`src/hdl/rxdma_pkg.sv`:
```
// Notes on behaviour
// - enable bit low keeps channel idle
// - request only for complete buffered message
// - data flows framer buffer to memory only
// - transfer starts with request driven low
// - read strobe mode: word per strobe pulse
// - direction mode: word per write strobe pulse while rd is high
// - type bit selects strobe or direction function
// - three-bit code picks served line channel
// - reset bit rising edge resets the channel
package rxdma_pkg;
  localparam logic [11:0] RXDMA_CFG_ADDR = 12'h0000;
  localparam logic [11:0] RXDMA_STAT_ADDR = 12'h0004;
  localparam logic [11:0] RXDMA_MSG_ADDR = 12'h0008;
  localparam int RXDMA_ADDR_W = 12;
  localparam int RXDMA_CFG_RST_BIT = 7;
  localparam int RXDMA_CFG_ENB_BIT = 6;
  localparam int RXDMA_CFG_TYPE_BIT = 5;
  localparam logic [7:0] RXDMA_CFG_MASK = 8'hE7;
  localparam logic [7:0] RXDMA_CFG_RESET = 8'h00;
  localparam logic [2:0] RXDMA_CHAN_0 = 3'h0;
  localparam logic [2:0] RXDMA_CHAN_2 = 3'h1;
  localparam int RXDMA_DEPTH = 16;
  localparam int RXDMA_IDX_W = 4;
  localparam int RXDMA_CNT_W = 5;
  localparam logic [1:0] RXDMA_RESP_OKAY = 2'b00;
  localparam logic [1:0] RXDMA_RESP_SLVERR = 2'b10;
  typedef enum logic [1:0] {RXDMA_IDLE, RXDMA_REQ, RXDMA_XFER} rxdma_state_t;
endpackage

```
`src/hdl/rxdma_cfg_if.sv`:
```
`timescale 1ns/1ps
interface rxdma_cfg_if;
  logic enable;
  logic dir_mode;
  logic soft_reset;
  logic [2:0] chan_sel;
  logic busy;
  logic [4:0] left;
  modport regs (output enable, output dir_mode, output soft_reset, output chan_sel, input busy, input left);
  modport core (input enable, input dir_mode, input soft_reset, input chan_sel, output busy, output left);
endinterface

```
`src/hdl/rxdma_core.sv`:
```
`timescale 1ns/1ps
module rxdma_core
  import rxdma_pkg::*;
(
  input wire logic clk,
  input wire logic rst_n,
  rxdma_cfg_if.core cfg,
  input wire logic [7:0] msg_data [RXDMA_DEPTH],
  input wire logic [4:0] msg_len,
  input wire logic msg_ready,
  output logic msg_taken,
  input wire logic ack_n,
  input wire logic rd_n,
  input wire logic wr_n,
  output logic req_n,
  output logic [7:0] dout,
  output logic dout_oe
);
  rxdma_state_t state_q, state_d;
  logic [4:0] cnt_q, cnt_d;
  logic strobe_q;
  // strobe selection by pin function
  wire logic strobe_n = cfg.dir_mode ? wr_n : rd_n;
  wire logic dir_read = cfg.dir_mode ? rd_n : 1'b1; // direction: rd high means read
  wire logic strobe_on = !strobe_n && !ack_n && dir_read; // acknowledged read strobe on the bus
  wire logic active = strobe_on && state_q == RXDMA_XFER;
  wire logic strobe_end = !active && strobe_q;
  wire logic chan_ok = cfg.chan_sel == RXDMA_CHAN_0 || cfg.chan_sel == RXDMA_CHAN_2;
  wire logic last = strobe_end && cnt_q == msg_len - 5'd1;
  // next state
  always_comb begin
    state_d = state_q;
    cnt_d = cnt_q;
    case (state_q)
      // the finished message still shows ready for one cycle while msg_taken clears it
      RXDMA_IDLE: if (cfg.enable && chan_ok && msg_ready && !msg_taken) begin
        state_d = RXDMA_REQ;
        cnt_d = '0;
      end
      RXDMA_REQ: if (!ack_n) state_d = RXDMA_XFER;
      RXDMA_XFER: if (strobe_end) begin
        cnt_d = cnt_q + 5'd1;
        if (last) state_d = RXDMA_IDLE;
      end
      default: state_d = RXDMA_IDLE;
    endcase
    if (!cfg.enable || cfg.soft_reset) state_d = RXDMA_IDLE;
  end
  // state registers
  always_ff @(posedge clk or negedge rst_n) begin
    if (!rst_n) begin
      state_q <= RXDMA_IDLE;
      cnt_q <= '0;
      strobe_q <= 1'b0;
      req_n <= 1'b1;
      dout <= 8'h00;
      dout_oe <= 1'b0;
      msg_taken <= 1'b0;
    end else begin
      state_q <= state_d;
      cnt_q <= cnt_d;
      strobe_q <= active;
      req_n <= !(state_d != RXDMA_IDLE);
      dout <= msg_data[cnt_d[RXDMA_IDX_W-1:0]];
      dout_oe <= state_d == RXDMA_XFER && strobe_on;
      msg_taken <= last && !cfg.soft_reset;
    end
  end
  assign cfg.busy = state_q != RXDMA_IDLE;
  assign cfg.left = msg_len - cnt_q;
endmodule

```
`src/hdl/rxdma_top.sv`:
```
// The implementer's own choices: the register offsets and the AXI4-Lite slave port.
`timescale 1ns/1ps
module rxdma_top
  import rxdma_pkg::*;
(
  input wire logic CLK_SYS,
  input wire logic RST_N,
  input wire logic [RXDMA_ADDR_W-1:0] S_AXI_AWADDR,
  input wire logic S_AXI_AWVALID,
  output logic S_AXI_AWREADY,
  input wire logic [31:0] S_AXI_WDATA,
  input wire logic [3:0] S_AXI_WSTRB,
  input wire logic S_AXI_WVALID,
  output logic S_AXI_WREADY,
  output logic [1:0] S_AXI_BRESP,
  output logic S_AXI_BVALID,
  input wire logic S_AXI_BREADY,
  input wire logic [RXDMA_ADDR_W-1:0] S_AXI_ARADDR,
  input wire logic S_AXI_ARVALID,
  output logic S_AXI_ARREADY,
  output logic [31:0] S_AXI_RDATA,
  output logic [1:0] S_AXI_RRESP,
  output logic S_AXI_RVALID,
  input wire logic S_AXI_RREADY,
  input wire logic [7:0] MSG_BYTE,
  input wire logic MSG_BYTE_VALID,
  input wire logic MSG_END,
  output logic MSG_FULL,
  input wire logic READ_TRANSFER_ACK_N,
  input wire logic RD_N,
  input wire logic WR_N,
  output logic READ_TRANSFER_REQUEST_N,
  output logic [7:0] DATA_OUT,
  output logic DATA_OE
);
  logic rst_s1_q, rst_s2_q;
  logic [7:0] cfg_q;
  logic rst_bit_q;
  logic soft_rst_q;
  logic aw_q, w_q;
  logic [RXDMA_ADDR_W-1:0] awaddr_q;
  logic [31:0] wdata_q;
  logic [3:0] wstrb_q;
  logic [7:0] buf_q [RXDMA_DEPTH];
  logic [4:0] wr_cnt_q;
  logic [4:0] len_q;
  logic ready_q;
  logic taken;
  rxdma_cfg_if cfg_bus ();

  // reset release through two flops
  always_ff @(posedge CLK_SYS or negedge RST_N) begin
    if (!RST_N) begin
      rst_s1_q <= 1'b0;
      rst_s2_q <= 1'b0;
    end else begin
      rst_s1_q <= 1'b1;
      rst_s2_q <= rst_s1_q;
    end
  end
  wire logic rst_n = rst_s2_q;

  // register map decode, shared by the write and read paths
  function automatic logic is_mapped(input logic [RXDMA_ADDR_W-1:0] a);
    return a == RXDMA_CFG_ADDR || a == RXDMA_STAT_ADDR || a == RXDMA_MSG_ADDR;
  endfunction

  // write decode
  wire logic wr_go = aw_q && w_q && !S_AXI_BVALID;
  wire logic wr_cfg = wr_go && awaddr_q == RXDMA_CFG_ADDR && wstrb_q[0];
  wire logic wr_ok = is_mapped(awaddr_q);
  wire logic [7:0] cfg_new = wdata_q[7:0] & RXDMA_CFG_MASK;
  wire logic rst_rise = wr_cfg && cfg_new[RXDMA_CFG_RST_BIT] && !rst_bit_q;
  wire logic rd_ok = is_mapped(S_AXI_ARADDR);
  wire logic [31:0] rd_mux = S_AXI_ARADDR == RXDMA_CFG_ADDR ? {24'h00_0000, cfg_q} :
                             S_AXI_ARADDR == RXDMA_STAT_ADDR ? {27'h000_0000, 1'b0, 1'b0, soft_rst_q,
                                                               ready_q, cfg_bus.busy} :
                             S_AXI_ARADDR == RXDMA_MSG_ADDR ? {16'h0000, 3'h0, cfg_bus.left, 3'h0, len_q} :
                             32'h0000_0000;

  // axi write channel: next values of the capture flags and of the response valid
  wire logic aw_take = S_AXI_AWVALID && S_AXI_AWREADY;
  wire logic w_take = S_AXI_WVALID && S_AXI_WREADY;
  wire logic aw_d = !wr_go && (aw_q || aw_take);
  wire logic w_d = !wr_go && (w_q || w_take);
  wire logic bvalid_d = wr_go || (S_AXI_BVALID && !S_AXI_BREADY);

  // axi write channel capture; ready flops follow the next flag values so no output is combinational
  always_ff @(posedge CLK_SYS or negedge rst_n) begin
    if (!rst_n) begin
      aw_q <= 1'b0;
      w_q <= 1'b0;
      awaddr_q <= '0;
      wdata_q <= 32'h0000_0000;
      wstrb_q <= 4'h0;
      S_AXI_AWREADY <= 1'b1;
      S_AXI_WREADY <= 1'b1;
      S_AXI_BVALID <= 1'b0;
      S_AXI_BRESP <= RXDMA_RESP_OKAY;
    end else begin
      aw_q <= aw_d;
      w_q <= w_d;
      S_AXI_AWREADY <= !aw_d && !bvalid_d;
      S_AXI_WREADY <= !w_d && !bvalid_d;
      S_AXI_BVALID <= bvalid_d;
      if (aw_take) begin
        awaddr_q <= S_AXI_AWADDR;
      end
      if (w_take) begin
        wdata_q <= S_AXI_WDATA;
        wstrb_q <= S_AXI_WSTRB;
      end
      if (wr_go) begin
        S_AXI_BRESP <= wr_ok ? RXDMA_RESP_OKAY : RXDMA_RESP_SLVERR;
      end
    end
  end

  // axi read channel; address ready is low exactly while a read answer stands
  always_ff @(posedge CLK_SYS or negedge rst_n) begin
    if (!rst_n) begin
      S_AXI_RVALID <= 1'b0;
      S_AXI_ARREADY <= 1'b1;
      S_AXI_RDATA <= 32'h0000_0000;
      S_AXI_RRESP <= RXDMA_RESP_OKAY;
    end else if (S_AXI_ARVALID && S_AXI_ARREADY) begin
      S_AXI_RVALID <= 1'b1;
      S_AXI_ARREADY <= 1'b0;
      S_AXI_RDATA <= rd_mux;
      S_AXI_RRESP <= rd_ok ? RXDMA_RESP_OKAY : RXDMA_RESP_SLVERR;
    end else if (S_AXI_RREADY) begin
      S_AXI_RVALID <= 1'b0;
      S_AXI_ARREADY <= 1'b1;
    end
  end

  // configuration register and reset edge pulse
  always_ff @(posedge CLK_SYS or negedge rst_n) begin
    if (!rst_n) begin
      cfg_q <= RXDMA_CFG_RESET;
      rst_bit_q <= 1'b0;
      soft_rst_q <= 1'b0;
    end else begin
      if (wr_cfg) begin
        cfg_q <= cfg_new;
        rst_bit_q <= cfg_new[RXDMA_CFG_RST_BIT];
      end
      soft_rst_q <= rst_rise;
    end
  end
  assign cfg_bus.enable = cfg_q[RXDMA_CFG_ENB_BIT];
  assign cfg_bus.dir_mode = cfg_q[RXDMA_CFG_TYPE_BIT];
  assign cfg_bus.soft_reset = soft_rst_q;
  assign cfg_bus.chan_sel = cfg_q[2:0];

  // a byte is stored only while no finished message waits and room is left
  wire logic byte_ok = !ready_q && MSG_BYTE_VALID && wr_cnt_q < RXDMA_CNT_W'(RXDMA_DEPTH);

  // receive message store, filled by the hdlc side
  always_ff @(posedge CLK_SYS or negedge rst_n) begin
    if (!rst_n) begin
      wr_cnt_q <= '0;
      len_q <= '0;
      ready_q <= 1'b0;
      MSG_FULL <= 1'b0;
    end else if (soft_rst_q || taken) begin
      wr_cnt_q <= '0;
      ready_q <= 1'b0;
      MSG_FULL <= 1'b0;
    end else if (byte_ok) begin
      wr_cnt_q <= wr_cnt_q + 5'd1;
      if (MSG_END) begin
        ready_q <= 1'b1;
        len_q <= wr_cnt_q + 5'd1;
        MSG_FULL <= 1'b1;
      end
    end
  end
  always_ff @(posedge CLK_SYS) begin
    if (byte_ok) begin
      buf_q[wr_cnt_q[RXDMA_IDX_W-1:0]] <= MSG_BYTE;
    end
  end

  rxdma_core u_core (
    .clk(CLK_SYS),
    .rst_n(rst_n),
    .cfg(cfg_bus.core),
    .msg_data(buf_q),
    .msg_len(len_q),
    .msg_ready(ready_q),
    .msg_taken(taken),
    .ack_n(READ_TRANSFER_ACK_N),
    .rd_n(RD_N),
    .wr_n(WR_N),
    .req_n(READ_TRANSFER_REQUEST_N),
    .dout(DATA_OUT),
    .dout_oe(DATA_OE)
  );
endmodule

```
`config.mk`:
```
export PLATFORM = sky130hd
export DESIGN_NAME = rxdma_top
export DESIGN_NICKNAME = d
export VERILOG_FILES = /design/src/hdl/rxdma_pkg.sv /design/src/hdl/rxdma_cfg_if.sv /design/src/hdl/rxdma_core.sv /design/src/hdl/rxdma_top.sv
export SDC_FILE = /design/constraint.sdc
export NUM_CORES = 1
export LEC_CHECK = 0
export ABC_AREA = 1
export BUFFER_PORTS_ARGS = -buffer_cell sky130_fd_sc_hd__clkbuf_2
export CORE_MARGIN = 4
export CORE_UTILIZATION = 55
export DETAILED_ROUTE_END_ITERATION = 7
export HOLD_SLACK_MARGIN = 0.1
export PLACE_DENSITY = 0.73
export SYNTH_ARGS = -nofsm -noshare
export SYNTH_HDL_FRONTEND = slang
export SYNTH_SLANG_ARGS = --single-unit
export TNS_END_PERCENT = 1
```
`constraint.sdc`:
```
create_clock -name CLK_SYS -period 5.78 [get_ports CLK_SYS]
set_input_delay 1.156 -clock CLK_SYS [delete_from_list [all_inputs] [get_ports CLK_SYS]]
set_output_delay 1.156 -clock CLK_SYS [all_outputs]
set_load 0.005 [all_outputs]
```
==> results_dict.tcl, run 1 <==
set metrics [dict create \
    status "finished, final reports clean" \
    setup_tns_ns 0 \
    portBuffers 81 \
    syn2layout_area_growth_pct 12.1 \
    antenna_found_initial 0 \
    cts_buffer_depth 3 \
    diodes 0 \
    die_w_um 139 \
    finalSetupViolations 0 \
    fmax_mhz 332 \
    die-area_mm2 0.0193 \
    ant_nets 0 \
    grt_max_degree 74 \
    std_cell_rows 47 \
    wire_per_inst_um 15.4 \
    syn_inst 927 \
    async_flop_share_pct 38.5 \
    routed_wl_um 19000 \
    cp.arrival_ns 3.35 \
    p_total_mw 3.71 \
    vias 6454 \
    r2r_cells 9 \
    synthFlopType "edfxtp_1" \
    synth_edf_count 128 \
    startpoint "RD_N" \
    die_y_um 139 \
    grt_use_total_pct 19.2 \
    routabilityCongestion 0.817 \
    drive_gt1_share_pct 14.3 \
    yosys.area_share.simple_pct 22.2 \
    ff2ff_setup_slack_ns 3.02 \
    finalHoldViolations 0 \
    path_common_cell "nand3_1" \
    finalCritPeriodShare_pct 52.2 \
    cts_tree "done" \
    critPathRequiredTime_ns 6.12 \
    yosys-mux-area-fraction_pct 0.705 \
    crit_path_cell_trace "clkbuf_2 -> inv_1 -> a21oi_2 -> nand2_2 -> nand3_2 -> nand3_1 -> nand2_2 -> inv_2 -> nand3_1 -> nand3_1 -> nand3_1 -> nand2_1" \
    netlist_area_mm2 0.00941 \
    yosys.area.top_type "edfxtp_1" \
    synth_fa_ha_area_share_pct 1.54 \
    slew_violations 0 \
    synth-xor-area-share_pct 1.02 \
    slowest_stage "nand2_2" \
    vias_per_cell 5.22 \
    hold_buffers 0 \
    ir_worst_vdd_mv 0.228 \
    synth_top_area_share_pct 40.9 \
    hold_ws_ns 0.132 \
    startpoint_type "input port" \
    r2r-end "u_core.dout[5]$_DFF_PN0_" \
    cpPeakStageDelay_ns 0.57 \
    core_mm2 0.0166 \
    ys_ff_latch 208 \
    yosysMostFrequentCell "nand2_1" \
    cts_sinks 208 \
    timing.rr.start "u_core.state_q[0]$_DFF_PN0_" \
    grt_pass1_vias 6135 \
    synth_compound_area_share_pct 2.75 \
    h-tree-depth 1 \
    maxCapViolCount 0 \
    ctsResizeCount 0 \
    clock_skew_ns 0.00883 \
    place_ws_ns 2.27 \
    crit_fanout 34 \
    yosys-top-cells-count "190 x nand2_1, 163 x nand3_1, 134 x inv_1" \
    worst_slack_ns 2.76 \
    rsz0062_at_grt "false" \
    seq_area_frac_synth_pct 62.2 \
    synth_top_family_by_area "simple AND/OR/NAND/NOR gates" \
    max_slew.worst_pin.slew_ns 1.02 \
    cts.clk_slew.worst_paths_ns 0.06 \
    fin_crit_ns 3.02 \
    root_buffer "clkbuf_16" \
    ys_types 42 \
    hold_class "flop to asynchronous set/reset pin" \
    final_util_pct 63.3 \
    grt-ovfl-total 0 \
    p_per_area_mw_per_mm2 352 \
    yosys_warnings 0 \
    start_util_pct 56.5 \
    numCtsBuffers 21 \
    grt_pass1_wl_um 30300 \
    drc_errors 0 \
    critPathCaptureType "flop" \
    avgSynthCellArea_um2 10.1 \
    fin_nets 1093 \
    max_slew_margin_pct 31.5 \
    post-cts-setup-buffers 0 \
    io_pins 132 \
    clock_latency_ns 0.49 \
    first_iter_violations 359 \
    p_leak_nw 4.77 \
    crit_type "input port to flop" \
    synth_area_leaders "edfxtp_1 41%, dfrtp_1 20%, nand3_1 8.7%, nand2_1 7.6%, inv_1 5.3%" \
    drt-pass1-iter-count 5 \
    dp_hpwl_um 12200 \
]
per-layer routing:
| metal | share of wire, % | global-route usage, % |
|---|---|---|
| met1 | 42 | 25.4 |
| met2 | 49 | 33.2 |
| met3 | 6.8 | 3.79 |
| met4 | 1.5 | 4.58 |
| met5 | 0 | 0 |
cell usage in the layout, fill, tap and decap left out, drive strengths merged, types with 5 or more instances in the layout:
master and count:
nand3b 32, nor3 7, o21ai 28, mux2 5
ha 10, clkinv 7, inv 139, dfrtp 76
edfxtp 128, xor2 5, clkbuf 107, a21oi 6
nand2 193, nand3 166, xnor2 6, nor2 47
conb 22
worst max-delay path: cells and delay by family:
family          cells  cell delay (ns)
compound gates      1             0.12
buf+inv             3             0.60
simple gates        8             1.46
sequential cells by signal, indices dropped and copies added (netlist names), 2 cells and up:
signal	cells
awaddr_q	12
S_AXI_RDATA	13
wdata_q	6
u_core.dout	8
len_q	5
cfg_q	5
wr_cnt_q	5
u_core.cnt_q	5
buf_q	128
u_core.state_q	2
through the flow:
stage	cell area, um2	instances
floorplan	9480	947
global placement	9830	1199
detailed placement	9830	1199
CTS	10500	1236
global route	10500	1236
finish	10500	1236
power by group:
group          internal (mW)  switching (mW)  total, mW
combinational          0.182           0.348      0.530
sequential              1.72          0.0687       1.78
clock                  0.859           0.532       1.39
area by class of cell:
type | count | area, um2
Fill cell | 1316 | 6100
Multi-Input combinational cell | 546 | 2740
Tap cell | 220 | 275
Sequential cell | 208 | 5850
Clock inverter | 11 | 158
Clock buffer | 26 | 554
Inverter | 140 | 528
Timing Repair Buffer | 85 | 435
cells by family after synthesis:
| logic type | count (synthesis) |
|---|---|
| adder cells (fa/ha/maj) | 11 |
| multiplexers | 6 |
| XOR/XNOR | 11 |
| AND/OR/NAND/NOR | 451 |
| other | 2 |
| buffers and inverters | 193 |
| flip-flops | 208 |
| AO/OA/AOI/OAI | 45 |
how the worst max path moves through the flow:
stage                     cells past startpoint                          to
after CTS                                    12    u_core.dout[5]$_DFF_PN0_
after global placement                       12    u_core.dout[5]$_DFF_PN0_
after detailed placement                     12    u_core.dout[5]$_DFF_PN0_
after floorplan                               0  S_AXI_BRESP[1]$_DFFE_PN0P_
final                                        12    u_core.dout[5]$_DFF_PN0_
after global routing                         13    u_core.dout[5]$_DFF_PN0_
(Power assumes the default switching activity.)
==> inputs of run 2 (changes only) <==
- ABC_AREA: 1 -> 0
- CORE_UTILIZATION: 55 -> 52
- PLACE_DENSITY: 0.73 -> 0.72
- clock period: 5.78 -> 2.7 ns (I/O delays scaled with it)
==> results_dict.tcl, run 2 <==
set metrics [dict create \
    synth_top_family_by_area "simple AND/OR/NAND/NOR gates" \
    worst_slack_ns -0.0649 \
    ys_types 54 \
    cp.arrival_ns 3.12 \
    yosys-top-cells-count "128 x edfxtp_1, 76 x dfrtp_1, 56 x nand2_1" \
    synth_edf_count 128 \
    drive_gt1_share_pct 31.6 \
    fmax_mhz 362 \
    clock_skew_ns 0.00906 \
    antenna_found_initial 0 \
    routabilityCongestion 0.876 \
    crit_fanout 13 \
    die-area_mm2 0.0198 \
    grt-ovfl-total 0 \
    ant_nets 0 \
    synthFlopType "edfxtp_1" \
    finalHoldViolations 0 \
    vias_per_cell 5.81 \
    synth_top_area_share_pct 41.9 \
    critPathCaptureType "flop" \
    portBuffers 81 \
    die_y_um 141 \
    max_slew_margin_pct 37.6 \
    synth_area_leaders "edfxtp_1 42%, dfrtp_1 21%, mux2i_1 3.8%, mux2_2 3.1%, a2111oi_0 3.1%" \
    yosys.area.top_type "edfxtp_1" \
    synth-xor-area-share_pct 1.34 \
    maxCapViolCount 0 \
    ir_worst_vdd_mv 0.500 \
    first_iter_violations 695 \
    cts_tree "done" \
    p_leak_nw 4.60 \
    yosys.area_share.simple_pct 12.5 \
    avgSynthCellArea_um2 13.0 \
    critPathRequiredTime_ns 3.06 \
    p_int_mw 5.83 \
    grt_pass1_wl_um 33700 \
    async_flop_share_pct 38.5 \
    vias 6363 \
    place_ws_ns -0.324 \
    p_per_area_mw_per_mm2 659 \
    final_util_pct 66.2 \
    clockPowerShare_pct 38.8 \
    fin_nets 947 \
    cts_sinks 208 \
    dp_hpwl_um 14400 \
    violations "setup timing" \
    status "complete, but fails checks" \
    diodes 0 \
    h-tree-depth 1 \
    grt_max_degree 48 \
    p_comb_share_pct 10.1 \
    synth_fa_ha_area_share_pct 1.58 \
    max_slew.worst_pin.slew_ns 0.935 \
    r2r_cells 7 \
    die_w_um 141 \
    ff2ff_setup_slack_ns -0.06 \
    final_cell_mix "128 x edfxtp_1, 81 x clkbuf_2, 75 x dfrtp_1" \
    hold_class "input port to flop" \
    syn2layout_area_growth_pct 24.9 \
    grt_pass1_vias 6388 \
    start_util_pct 53.0 \
    core_mm2 0.0173 \
    cts_buffer_depth 3 \
    seq_power_share_pct 51.0 \
    yosys_warnings 0 \
    slew_violations 0 \
    p_sw_share_pct 22.8 \
    io_pins 132 \
    crit_type "flop to flop" \
    largest_register_ff_count 128 \
    std_cell_rows 48 \
    final_common_cell "edfxtp_1" \
    grt_use_total_pct 21.4 \
    cts.clk_slew.worst_paths_ns 0.06 \
    yosysMostFrequentCell "edfxtp_1" \
    rsz0062_at_grt "true" \
    power_switching_mw 1.72 \
    finalCritPeriodShare_pct 102 \
    yosys-mux-area-fraction_pct 6.89 \
    startpoint_type "flop" \
    min_path_cells 2 \
    synth_compound_area_share_pct 9.08 \
    syn_inst 708 \
    numCtsBuffers 23 \
    drc_errors 0 \
    routed_wl_um 22100 \
    netlist_area_mm2 0.00917 \
    clock_latency_ns 0.49 \
    root_buffer "clkbuf_16" \
    wire_per_inst_um 20.1 \
    drt-pass1-iter-count 6 \
    finalSetupViolations 3 \
    seq_area_frac_synth_pct 63.8 \
    fin_crit_ns 2.76 \
    ys_ff_latch 208 \
]
## run 2: stage by stage
stage	hold slack, ns	std cells	setup TNS [ns]	total power, mW	instance area [um2]
6_report	0.208	1096	-0.115	7.55	11500
5_1_grt	0.217	1096	-0.631	7.91	11500
4_1_cts	0.192	1084	-0.0654	7.62	11000
3_5_place_dp	0.329	1043	-2.21	4.68	10300
3_3_place_gp	0.327	1043	-1.65	4.61	10300
2_1_floorplan	0.244	728	0	4.43	9310
## run 2: kinds of logic after synthesis
group,Yosys count
other cells,2
simple gates,220
fa+ha+maj,11
flops,208
xor+xnor,14
mux,60
buf+inv,80
compound gates,113
## run 2: final timing paths
kind | startpoint | endpoint
worst max-delay path | cfg_q[5]$_DFFE_PN0P_ | u_core.dout[4]$_DFF_PN0_
worst min-delay path | S_AXI_ARVALID | S_AXI_ARREADY$_DFFE_PN1P_
worst max register to register | cfg_q[5]$_DFFE_PN0P_ | u_core.dout[4]$_DFF_PN0_
worst min register to register | rst_n$_DFF_PN0_ | awaddr_q[7]$_DFFE_PN0P_
max in group asynchronous | rst_n$_DFF_PN0_ | u_core.req_n$_DFF_PN1_
min in group asynchronous | rst_n$_DFF_PN0_ | awaddr_q[7]$_DFFE_PN0P_
## run 2: repair_timing
item / 4_1_cts / 5_1_grt
hold buffers: 1 / 0
setup buffers: 0 / 10
setup endpoints to repair: 8 / 8
resized for setup: 17 / 54
pin swaps: 0 / 10
endpoints found under the hold margin: 2 / 0
gates cloned: 0 / 2
## run 2: area by class of cell
class	count	area (um2)
Clock buffer	34	668
Inverter	19	71.3
Timing Repair Buffer	164	1190
Multi-Input combinational cell	440	3330
Fill cell	1215	5840
Clock inverter	6	52.6
Tap cell	225	282
Sequential cell	208	5850
## run 2: per-layer routing
metal | share of wire (%) | routed length (um) | GRT usage [%] | vias to the layer above
li1 | - | - | - | 2916
met1 | 40 | 8890 | 28.2 | 3128
met2 | 49 | 10900 | 36.1 | 257
met3 | 7.2 | 1590 | 3.66 | 62
met4 | 3.2 | 701 | 7.75 | 0
met5 | 0 | 0 | 0 | -
## run 2: worst max-delay path, cell delays in order (launching register included)
cell and delay [ns]:
dfrtp_1 0.42, or3_4 0.44, nand3_4 0.12, mux2_4 0.39, clkbuf_16 0.22, a2111oi_2 0.41, a211oi_1 0.09, or4_1 0.54
## run 2: power by group through the flow
stage	clock network, mW	logic [mW]	registers, mW
after global placement	0	0.717	3.89
after floorplan	0	0.590	3.84
after detailed placement	0	0.764	3.91
after global routing	3.15	0.863	3.89
final	2.93	0.764	3.85
after CTS	3.00	0.772	3.85
==> inputs of run 3 (changes only) <==
- SLEW_MARGIN: default -> 40
- clock period: 2.7 -> 2.3 ns (I/O delays scaled with it)
==> results_dict.tcl, run 3 (synthesized netlist as in run 2, its figures left out) <==
set metrics [dict create \
    fin_crit_ns 2.74 \
    finalHoldViolations 0 \
    grt-ovfl-total 0 \
    cts_buffer_depth 3 \
    root_buffer "clkbuf_16" \
    crit_path_cell_trace "or4_4 -> o21ai_4 -> mux2_4 -> clkbuf_16 -> buf_6 -> mux2i_2 -> a211oi_1 -> or4_1" \
    max_slew.worst_pin.slew_ns 0.563 \
    largest_register_ff_count 128 \
    hold_ws_ns 0.133 \
    wire_per_inst_um 20.3 \
    multi_input_area_mm2 0.00343 \
    cp.arrival_ns 3.10 \
    min_from "S_AXI_ARVALID" \
    grt_pass1_wl_um 34800 \
    portBuffers 81 \
    grt_use_total_pct 22.2 \
    startpoint "u_core.state_q[1]$_DFF_PN0_" \
    routed_wl_um 22700 \
    rsz0062_at_grt "true" \
    fin_nets 967 \
    numCtsBuffers 22 \
    dp_hpwl_um 14600 \
    timing.rr.start "u_core.state_q[1]$_DFF_PN0_" \
    drt-pass1-iter-count 5 \
    core_mm2 0.0173 \
    vias_per_cell 5.84 \
    critPathRequiredTime_ns 2.66 \
    drive_gt1_share_pct 34.3 \
    start_util_pct 53.0 \
    maxCapViolCount 0 \
    routabilityCongestion 0.859 \
    fmax_mhz 366 \
    vias 6525 \
    slowest_stage "or4_4" \
    clock_latency_ns 0.50 \
    crit_type "flop to flop" \
    cts.clk_slew.worst_paths_ns 0.06 \
    hold_class "input port to flop" \
    clock_skew_ns 0.0208 \
    grt_pass1_vias 6454 \
    ant_nets 0 \
    path_buf_inv 2 \
    drc_errors 0 \
    io_pins 132 \
    cpPeakStageDelay_ns 0.58 \
    violations "setup timing" \
    max_slew_margin_pct 62.2 \
    finalSetupViolations 8 \
    std_cell_rows 48 \
    cts_sinks 208 \
    worst_slack_ns -0.436 \
    status "complete, but fails checks" \
    cts_tree "done" \
    h-tree-depth 1 \
    p_leak_nw 4.74 \
    first_iter_violations 508 \
    nFillCells 1179 \
    slew_violations 0 \
    diodes 0 \
    final_cell_mix "128 x edfxtp_1, 82 x buf_4, 81 x clkbuf_2" \
    regArea_mm2 0.00586 \
    antenna_found_initial 0 \
    crit_fanout 7 \
    grt_max_degree 79 \
    die-area_mm2 0.0198 \
    crit_family "simple AND/OR/NAND/NOR gates" \
    critPathCaptureType "flop" \
    die_y_um 141 \
    die_w_um 141 \
    final_common_cell "edfxtp_1" \
    syn2layout_area_growth_pct 28.4 \
    startpoint_type "flop" \
    finalCritPeriodShare_pct 119 \
    p_per_area_mw_per_mm2 766 \
    ir_worst_vdd_mv 0.622 \
    p_total_mw 9.02 \
]
run 3: cell types whose count changed in the layout (fill, tap and decap cells not counted), moves of 2 or more:
cell,change
a2111oi_0,-5
buf_12,+4
buf_4,+15
clkbuf_1,-3
a2111oi_4,+3
a2111oi_1,+2
clkinv_2,+2
clkinv_1,-2
run 3: worst paths after layout:
check / end / slack [ns] / cells after the start
worst max-delay path: u_core.dout[7]$_DFF_PN0_ / -0.44 / 8
worst min-delay path: S_AXI_ARREADY$_DFFE_PN1P_ / 0.13 / 2
worst max register to register: u_core.dout[7]$_DFF_PN0_ / -0.44 / 8
worst min register to register: awaddr_q[4]$_DFFE_PN0P_ / 0.33 / 1
max in group asynchronous: S_AXI_ARREADY$_DFFE_PN1P_ / 1.58 / 1
min in group asynchronous: rst_n$_DFF_PN0_ / 0.31 / 2
run 3: area by class of cell:
type	count	share of cell area [%]
flip-flops and latches	208	49.7
well taps	225	2.39
inverters	19	0.605
clock buffers	30	5.36
multi-input cells	441	29.1
repair buffers	184	11.9
clock inverters	10	0.913
run 3: metrics by stage:
step | worst slack (ns) | instance area [um2] | cells | TNS, ns | utilization (%)
final | -0.436 | 11800 | 1117 | -3.29 | 68.1
after CTS | -0.387 | 11500 | 1104 | -2.98 | 66.4
after floorplan | -0.224 | 9400 | 728 | -8.80 | -
after detailed placement | -0.615 | 10500 | 1054 | -4.53 | 60.5
after global placement | -0.553 | 10500 | 1054 | -4.13 | 60.5
after global routing | -0.500 | 11800 | 1117 | -3.81 | 68.1
run 3: what timing repair did:
action,in CTS,in global routing
pin swaps,10,12
hold buffers,1,0
setup buffers,9,12
gates resized for setup,39,31
hold endpoints to repair,2,0
cloned,1,2
setup endpoints to repair,8,8
run 3: report_power, final:
group | internal [mW] | switching, mW | total [mW] | leakage, nW
sequential | 4.27 | 0.241 | 4.51 | 2.13
clock | 2.16 | 1.43 | 3.58 | 0.367
combinational | 0.470 | 0.458 | 0.928 | 2.24
run 3: metal layers:
| metal | global-route usage (%) | wire, um |
|---|---|---|
| met5 | 0 | 0 |
| met4 | 7.75 | 718 |
| met3 | 3.56 | 1730 |
| met2 | 37.8 | 11400 |
| met1 | 29.1 | 8810 |
run 3: worst reg2reg max path, stage by stage, from the launching register on:
cell       delay [ns]
dfrtp_1          0.38
or4_4            0.58
o21ai_4          0.17
mux2_4           0.30
clkbuf_16        0.21
buf_6            0.11
mux2i_2          0.20
a211oi_1         0.10
or4_1            0.55
